===== config.mk =====
export PLATFORM = sky130hd
export DESIGN_NAME = dsalt_linearizer
export DESIGN_NICKNAME = d
export VERILOG_FILES = /design/src/core/dsalt_pkg.sv /design/src/core/dsalt_delta_rom.sv /design/src/core/dsalt_linearizer.sv
export SDC_FILE = /design/constraint.sdc
export NUM_CORES = 1
export LEC_CHECK = 0
export BUFFER_PORTS_ARGS = -buffer_cell sky130_fd_sc_hd__buf_2
export CAP_MARGIN = 20
export CELL_PAD_IN_SITES_DETAIL_PLACEMENT = 1
export CELL_PAD_IN_SITES_GLOBAL_PLACEMENT = 2
export CORE_ASPECT_RATIO = 1.25
export CORE_UTILIZATION = 31
export DETAILED_ROUTE_END_ITERATION = 8
export PLACE_DENSITY_LB_ADDON = 0.1
export RECOVER_POWER = 25
export SLEW_MARGIN = 20
export SYNTH_ARGS = -nofsm -noshare
export SYNTH_HDL_FRONTEND = slang
export SYNTH_HIERARCHICAL = 1
export SYNTH_SLANG_ARGS = --single-unit

===== constraint.sdc =====
create_clock -name clk -period 2.5 [get_ports clk]
set_input_delay 0.5 -clock clk [delete_from_list [all_inputs] [get_ports clk]]
set_output_delay 0.5 -clock clk [all_outputs]
set_load 0.01 [all_outputs]

===== src/core/dsalt_pkg.sv =====
// shared constants for the dual-slope altitude linearizer
`default_nettype none

package dsalt_pkg;

  // fixed integration phase and full-scale discharge, in clock periods
  localparam int FIXED_INTEGRATE_CLKS = 2048;
  localparam int DISCHARGE_MAX_CLKS = 1676;
  localparam int PHASE_W = 12;

  // altitude range: 510 steps of 100 ft above the lowest point
  localparam int ALT_W = 9;
  localparam int ALT_STEPS = 510;
  localparam int ALT_ROM_DEPTH = 512;

  // width of one delta word; must encode the max/min slope ratio
  localparam int DELTA_W = 3;
  localparam int DELTA_MAX = 6;
  localparam int DELTA_MIN = 1;

  // digital pressure input width
  localparam int PRESS_W = 11;

  // decimal preset: minus ten hundreds of feet
  localparam logic dec_preset_neg = 1'h1;
  localparam logic [3:0] DEC_PRESET_D2 = 4'h0;
  localparam logic [3:0] DEC_PRESET_D1 = 4'h1;
  localparam logic [3:0] DEC_PRESET_D0 = 4'h0;

  // conversion sequencer states
  typedef enum logic [1:0] {
    DSALT_IDLE,
    DSALT_INTEGRATE,
    DSALT_DISCHARGE,
    DSALT_DIGITAL
  } dsalt_state_e;

endpackage

`default_nettype wire


===== src/core/dsalt_delta_rom.sv =====
`timescale 1ns/1ps
`default_nettype none

// delta table: pressure increments between one altitude step and the next
module dsalt_delta_rom #(
  parameter int ADDR_W = dsalt_pkg::ALT_W,
  parameter int DATA_W = dsalt_pkg::DELTA_W,
  parameter int DEPTH = dsalt_pkg::ALT_ROM_DEPTH
) (
  // altitude step index
  input wire logic [ADDR_W-1:0] addr,
  // increments needed at this step
  output logic [DATA_W-1:0] data
);

  // default curve: steepest at the bottom
  function automatic int delta_of(input int idx);
    int span;
    span = dsalt_pkg::DELTA_MAX - dsalt_pkg::DELTA_MIN;
    return dsalt_pkg::DELTA_MIN + ((DEPTH - 1 - idx) * span) / (DEPTH - 1);
  endfunction

  logic [DATA_W-1:0] mem [DEPTH];

  // width must hold the largest delta
  if (DATA_W < $clog2(dsalt_pkg::DELTA_MAX + 1) || DEPTH > (1 << ADDR_W)) begin : g_chk
    $error("dsalt_delta_rom: width or depth out of range");
  end

  // table filled from constants, one word per altitude step
  for (genvar i = 0; i < DEPTH; i++) begin : g_fill
    assign mem[i] = DATA_W'(delta_of(i)); // [RULE1]
  end

  assign data = mem[addr]; // [RULE1]

endmodule // dsalt_delta_rom

`default_nettype wire


===== src/core/dsalt_linearizer.sv =====
// Contract
// RULE1 - rom indexed by step, words encode slope ratio
// RULE2 - start lowest; step after rom count elapses
// RULE3 - rom output follows each new altitude
// RULE4 - hold result in nine-bit counter
// RULE5 - digital pressure counts down; altitude counts up
// RULE6 - input current fixed time, then reference
// RULE7 - both phases measured in clock periods
// RULE8 - integration lasts exactly 2048 periods
// RULE9 - discharge may run 1676 periods
// RULE10 - after trip: reference off, input on
// RULE11 - decimal counter preset minus 1000 steps along
// RULE12 - start clears counters and rom address
`timescale 1ns/1ps
`default_nettype none

module dsalt_linearizer #(
  parameter int INTEGRATE_CLKS = dsalt_pkg::FIXED_INTEGRATE_CLKS,
  parameter int DISCHARGE_CLKS = dsalt_pkg::DISCHARGE_MAX_CLKS
) (
  // clock and reset
  input wire logic clk,
  input wire logic rst,
  // conversion request
  input wire logic start,
  input wire logic digital_mode,
  input wire logic [dsalt_pkg::PRESS_W-1:0] digital_pressure,
  // analog front end
  input wire logic comparator,
  output logic input_current_en,
  output logic ref_current_en,
  // status
  output logic busy,
  output logic done,
  output logic overrange,
  // results
  output logic [dsalt_pkg::ALT_W-1:0] altitude,
  output logic [dsalt_pkg::PHASE_W-1:0] discharge_period,
  output logic dec_negative,
  output logic [3:0] dec_digit2,
  output logic [3:0] dec_digit1,
  output logic [3:0] dec_digit0
);

  localparam int PW = dsalt_pkg::PHASE_W;
  localparam int AW = dsalt_pkg::ALT_W;
  localparam int DW = dsalt_pkg::DELTA_W;
  localparam int PRW = dsalt_pkg::PRESS_W;
  localparam logic [PW-1:0] INT_LAST = PW'(INTEGRATE_CLKS - 1);
  localparam logic [PW-1:0] DIS_LAST = PW'(DISCHARGE_CLKS - 1);
  localparam logic [AW-1:0] ALT_TOP = AW'(dsalt_pkg::ALT_STEPS);

  // the phase counter must reach both periods
  if (INTEGRATE_CLKS < 1 || DISCHARGE_CLKS < 1 || INTEGRATE_CLKS > (1 << PW)
      || DISCHARGE_CLKS >= (1 << PW)) begin : g_chk
    $error("dsalt_linearizer: phase lengths do not fit the phase counter");
  end

  dsalt_pkg::dsalt_state_e st_q;
  logic cmp_meta_q, cmp_sync_q, cmp_prev_q;
  logic [PW-1:0] phase_q;
  logic [DW-1:0] inc_q;
  logic [AW-1:0] alt_q;
  logic [dsalt_pkg::PRESS_W-1:0] down_q;
  logic [12:0] dec_q;
  logic [DW-1:0] rom_data;
  logic [DW:0] inc_nx;
  logic start_acc, trip, step, advance, int_end, dis_end, dig_end;

  // comparator is asynchronous to clk, two flops before any use
  always_ff @(posedge clk) begin
    if (rst) begin
      cmp_meta_q <= 1'h0;
      cmp_sync_q <= 1'h0;
      cmp_prev_q <= 1'h0;
    end else begin
      cmp_meta_q <= comparator;
      cmp_sync_q <= cmp_meta_q;
      cmp_prev_q <= cmp_sync_q;
    end
  end

  // delta table addressed straight by the altitude counter
  dsalt_delta_rom #(
    .ADDR_W(AW),
    .DATA_W(DW),
    .DEPTH(dsalt_pkg::ALT_ROM_DEPTH)
  ) u_rom (
    .addr(alt_q), // [RULE1] [RULE3]
    .data(rom_data)
  );

  // phase events
  assign start_acc = (st_q == dsalt_pkg::DSALT_IDLE) && start;
  assign trip = (st_q == dsalt_pkg::DSALT_DISCHARGE) && (cmp_sync_q != cmp_prev_q);
  assign int_end = (st_q == dsalt_pkg::DSALT_INTEGRATE) && (phase_q == INT_LAST); // [RULE8]
  assign dis_end = (st_q == dsalt_pkg::DSALT_DISCHARGE) && !trip && (phase_q == DIS_LAST); // [RULE9]
  assign dig_end = (st_q == dsalt_pkg::DSALT_DIGITAL) && (down_q == '0);

  // one pressure increment per counted clock period
  assign step = ((st_q == dsalt_pkg::DSALT_DISCHARGE) && !trip)
              || ((st_q == dsalt_pkg::DSALT_DIGITAL) && (down_q != '0)); // [RULE7] [RULE5]
  assign inc_nx = {1'h0, inc_q} + (DW + 1)'(1);
  assign advance = step && (inc_nx == {1'h0, rom_data}) && (alt_q != ALT_TOP); // [RULE2]
  assign busy = (st_q != dsalt_pkg::DSALT_IDLE);

  // sequencer
  always_ff @(posedge clk) begin
    if (rst) begin
      st_q <= dsalt_pkg::DSALT_IDLE;
    end else begin
      unique case (st_q)
        dsalt_pkg::DSALT_IDLE: begin
          if (start) begin
            st_q <= digital_mode ? dsalt_pkg::DSALT_DIGITAL : dsalt_pkg::DSALT_INTEGRATE;
          end
        end
        dsalt_pkg::DSALT_INTEGRATE: begin
          if (int_end) begin
            st_q <= dsalt_pkg::DSALT_DISCHARGE; // [RULE6]
          end
        end
        dsalt_pkg::DSALT_DISCHARGE: begin
          if (trip || dis_end) begin
            st_q <= dsalt_pkg::DSALT_IDLE;
          end
        end
        dsalt_pkg::DSALT_DIGITAL: begin
          if (dig_end) begin
            st_q <= dsalt_pkg::DSALT_IDLE; // [RULE5]
          end
        end
      endcase
    end
  end

  // phase counter: reused by both analog phases
  always_ff @(posedge clk) begin
    if (rst) begin
      phase_q <= '0;
    end else if (start_acc || int_end) begin
      phase_q <= '0; // [RULE12] [RULE7]
    end else if (st_q == dsalt_pkg::DSALT_INTEGRATE || step) begin
      phase_q <= phase_q + PW'(1); // [RULE7]
    end
  end

  // current switches; input stays on after a trip so the next
  // integration starts with no idle reference charge
  always_ff @(posedge clk) begin
    if (rst) begin
      input_current_en <= 1'h0;
      ref_current_en <= 1'h0;
    end else if (start_acc && !digital_mode) begin
      input_current_en <= 1'h1; // [RULE6]
      ref_current_en <= 1'h0;
    end else if (int_end) begin
      input_current_en <= 1'h0; // [RULE6]
      ref_current_en <= 1'h1;
    end else if (trip || dis_end) begin
      input_current_en <= 1'h1; // [RULE10]
      ref_current_en <= 1'h0;
    end
  end

  // increment and altitude counters
  always_ff @(posedge clk) begin
    if (rst) begin
      inc_q <= '0;
      alt_q <= '0;
    end else if (start_acc) begin
      inc_q <= '0; // [RULE12]
      alt_q <= '0; // [RULE2] [RULE12]
    end else if (advance) begin
      inc_q <= '0; // [RULE3]
      alt_q <= alt_q + AW'(1); // [RULE2]
    end else if (step && alt_q != ALT_TOP) begin
      inc_q <= inc_nx[DW-1:0];
    end
  end

  // digital pressure down counter
  always_ff @(posedge clk) begin
    if (rst) begin
      down_q <= '0;
    end else if (start_acc && digital_mode) begin
      down_q <= digital_pressure; // [RULE5]
    end else if (step && st_q == dsalt_pkg::DSALT_DIGITAL) begin
      down_q <= down_q - PRW'(1); // [RULE5]
    end
  end

  // sign and three bcd digits of hundreds of feet, one step per advance
  function automatic logic [12:0] dec_step(input logic [12:0] v);
    logic neg;
    logic [3:0] d2, d1, d0;
    {neg, d2, d1, d0} = v;
    if (neg) begin
      if (d0 != 4'h0) begin
        d0 = d0 - 4'h1;
      end else begin
        d0 = 4'h9;
        if (d1 != 4'h0) begin
          d1 = d1 - 4'h1;
        end else begin
          d1 = 4'h9;
          d2 = d2 - 4'h1;
        end
      end
      if ({d2, d1, d0} == 12'h000) begin
        neg = 1'h0;
      end
    end else begin
      if (d0 != 4'h9) begin
        d0 = d0 + 4'h1;
      end else begin
        d0 = 4'h0;
        if (d1 != 4'h9) begin
          d1 = d1 + 4'h1;
        end else begin
          d1 = 4'h0;
          d2 = d2 + 4'h1;
        end
      end
    end
    return {neg, d2, d1, d0};
  endfunction

  // counts alongside the binary counter, so no binary to bcd divider
  always_ff @(posedge clk) begin
    if (rst || start_acc) begin
      dec_q <= {dsalt_pkg::dec_preset_neg, dsalt_pkg::DEC_PRESET_D2,
                dsalt_pkg::DEC_PRESET_D1, dsalt_pkg::DEC_PRESET_D0}; // [RULE11]
    end else if (advance) begin
      dec_q <= dec_step(dec_q); // [RULE11]
    end
  end

  // result registers, loaded once as the conversion ends
  always_ff @(posedge clk) begin
    if (rst) begin
      done <= 1'h0;
      overrange <= 1'h0;
      altitude <= '0;
      discharge_period <= '0;
      {dec_negative, dec_digit2, dec_digit1, dec_digit0} <= '0;
    end else begin
      done <= trip || dis_end || dig_end;
      if (trip || dis_end || dig_end) begin
        overrange <= dis_end; // [RULE9]
        altitude <= advance ? alt_q + AW'(1) : alt_q; // [RULE4]
        discharge_period <= dis_end ? phase_q + PW'(1) : phase_q; // [RULE7]
        {dec_negative, dec_digit2, dec_digit1, dec_digit0} <= advance ? dec_step(dec_q) : dec_q;
      end
    end
  end

  logic [PW:0] int_len_q;
  // helper: periods with input current on inside the integration phase
  always_ff @(posedge clk) begin
    if (rst || start_acc) begin
      int_len_q <= '0;
    end else if (st_q == dsalt_pkg::DSALT_INTEGRATE && input_current_en) begin
      int_len_q <= int_len_q + (PW + 1)'(1);
    end
  end
endmodule // dsalt_linearizer

`default_nettype wire


==> impl_metrics.json <==
{
  "status": "finished, violations left",
  "violations": "negative setup slack",
  "end_kind": "flip-flop",
  "antenna_found_initial": 0,
  "grt_usage_pct": 18.20,
  "hold_buffers": 0,
  "async_flop_share_pct": 0,
  "cts_sinks": 91,
  "rows": 48,
  "ys_warn_count": 6,
  "slew_headroom_pct": 55.62,
  "p_per_area_nw_per_um2": 549.2,
  "io_pins": 55,
  "clkLatencyLatePin_ps": 350,
  "clock-root-buffer": "clkbuf_16",
  "htreeDepth": 3,
  "synth_top_cell_by_area": "dfxtp_1",
  "grt_pass1_vias": 3989,
  "synth_cells": 513,
  "fill_cells": 1623,
  "min_period_ps": 2551,
  "drt_wl_total_mm": 12.68,
  "syn2layout_area_growth_pct": 28.95,
  "die_x_microns": 107.9,
  "dr.pass1.iters": 5,
  "finalWeightedCongestion": 0.7778,
  "vias": 4011,
  "startpoint_type": "flip-flop",
  "wl_met1_mm": 5.647,
  "max-clock-path-buffers": 2,
  "cts_tree": "built",
  "nNetsFinal": 614,
  "synth-seq-area-share_pct": 41.94,
  "place_hpwl_mm": 8.800,
  "p_leak_nw": 2.205,
  "rsz0062_at_grt": "yes",
  "dieHeight_microns": 134.4,
  "worst_slack_ps": -51.39,
  "cts_buffers": 9,
  "viasPerCell": 5.202,
  "netlist_area_sq_um": 4344,
  "core_sq_um": 13750,
  "portBuffers": 54,
  "drc": 0,
  "synthTopCellsByArea": "dfxtp_1 (42%), nor2_1 (5.8%), nand2_1 (4.2%), xnor2_1 (3.4%), xor2_1 (3.2%)",
  "ys_top_cells_by_count": "dfxtp_1 (91), nor2_1 (67), nand2_1 (49)",
  "fin_crit_sh_pct": 102.1,
  "place_inst": 752,
  "hold_path.class": "input port to flip-flop",
  "crit_fanout": 8,
  "wl_met2_mm": 6.492,
  "synth_edf_count": 0,
  "finalHoldViolCount": 0,
  "highest_layer": "met4",
  "fmax_mhz": 391.9,
  "max_slew.worst_pin.slew_ps": 660.6,
  "layout.cells.non_filler": 771,
  "fin_skew_ps": 7.231,
  "wl_per_cell_microns": 16.44,
  "gr-total-overflow": 0,
  "drive_gt1_share_pct": 24.16,
  "synth_top_area_share_pct": 41.94,
  "ant_nets": 0,
  "peakVddDrop_uv": 372.3,
  "route.met3.wl_microns": 312,
  "synth_flop_cell": "dfxtp_1",
  "slew_viol_final": 0,
  "antenna_cells": 0,
  "die_area_sq_um": 14490,
  "ys_types": 73,
  "clk_pin_slew_worst_paths_ps": 70,
  "avgSynthCellArea_sq_um": 8.468,
  "cp.required_ps": 2740,
  "initialDrtViolationCount": 110,
  "timing_worst_setup_path_type": "flip-flop to flip-flop",
  "setup_viol": 9,
  "synth_most_common_cell": "dfxtp_1",
  "synth_nets": 536,
  "grt_max_degree": 33,
  "maxCapViolCount": 0,
  "start_util_pct": 31.59,
  "ys_seq_elements": 91,
  "grt_pass1_wl_mm": 20.48,
  "crit_arrival_ps": 2790,
  "place_ws_ps": -160.6
}
-- layout make-up --
cell class                      instances  area, sq um  area share, %
Clock inverter                          4        26.28         0.4691
Timing Repair Buffer                   96        621.8          11.10
Sequential cell                        91         1828          32.63
Multi-Input combinational cell        376         2596          46.35
Tap cell                              175        219.0          3.909
Clock buffer                           12        246.5          4.400
Inverter                               17        63.81          1.139
-- layer usage --
layer | up-vias | global-route usage [%]
met4 | 0 | 7.915
met3 | 15 | 2.867
met1 | 1954 | 22.03
met5 | - | 0
li1 | 1989 | -
met2 | 53 | 31.52
-- logic make-up (layout without fill, tap and decap cells) --
kind of cell,count (synthesis),in the layout,synth area share (%)
simple gates,218,218,25.17
compound gates,111,111,17.51
flops,91,91,41.94
buf+inv,46,129,4.608
xor+xnor,35,35,7.575
fa+ha+maj,7,7,2.016
mux,5,5,1.181
-- worst max-delay path: stages (launching register included) --
cell and delay [ps]:
dfxtp_4 360, o311a_1 380, o311a_1 310, a211oi_2 260, xor2_1 280, nor2_4 70, nand4_4 190, buf_8 180
o21ai_2 70, a21boi_2 160, a22o_1 190
-- path summary, 6_finish.rpt --
path         slack (ps)                   from                    endpoint  cells past startpoint
max                 -50    alt_q[1]$_SDFF_PP0_  dec_digit2[1]$_SDFFE_PP0P_                     10
min                 370             comparator       cmp_meta_q$_SDFF_PP0_                      2
max reg2reg         -50    alt_q[1]$_SDFF_PP0_  dec_digit2[1]$_SDFFE_PP0P_                     10
min reg2reg         440  cmp_meta_q$_SDFF_PP0_       cmp_sync_q$_SDFF_PP0_                      1
-- metrics by stage --
step / util (%) / hold slack, ps / total power (W) / TNS, ps / instance area, sq um
after floorplan: - / 413.8 / 0.001715 / 0 / 4344
after global placement: 36.50 / 426.7 / 0.001820 / -961.9 / 5020
after detailed placement: 36.50 / 433.2 / 0.001826 / -2918 / 5020
after CTS: 39.26 / 351.0 / 0.003137 / -133.9 / 5400
after global routing: 40.73 / 357.7 / 0.003225 / -2273 / 5602
final: 40.73 / 365.7 / 0.003076 / -180.1 / 5602
-- sequential cells by signal, indices dropped and copies added (netlist names), 3 cells and up --
name              cells
dec_q                13
altitude              9
discharge_period     12
dec_digit1            4
dec_digit0            4
phase_q              12
alt_q                 9
dec_digit2            4
down_q               11
inc_q                 3
-- report_power, final --
part | switching (W) | internal (W) | total, W | leakage (nW)
Combinational | 0.000169 | 0.000123 | 0.000291 | 1.33
Sequential | 0.0000242 | 0.00148 | 0.00150 | 0.738
Clock | 0.000585 | 0.000700 | 0.00129 | 0.133
Total | 0.000778 | 0.00230 | 0.00308 | 2.20
-- cell usage in the layout (no fill, tap or decap), types with 5 or more instances in the layout --
cell	instances
nor2_4	5
inv_1	16
buf_4	35
and2_1	9
dfxtp_1	88
buf_2	34
a31oi_1	7
a22o_1	12
xor2_1	16
nor3_1	15
xnor2_1	10
clkbuf_1	22
nor2b_1	6
nand3_1	14
ha_1	7
nor2_1	61
o21ai_1	23
nand2_1	49
o21ai_0	11
xnor2_2	7
a21oi_1	11
clkbuf_16	10
nand4_1	12
-- repair_timing --
item,CTS,global route
setup endpoints to repair,36,45
pin swaps,6,25
cloned,1,0
setup buffers,0,3
resized for setup,17,45
Note: power is estimated with default switching activity, not from simulation.
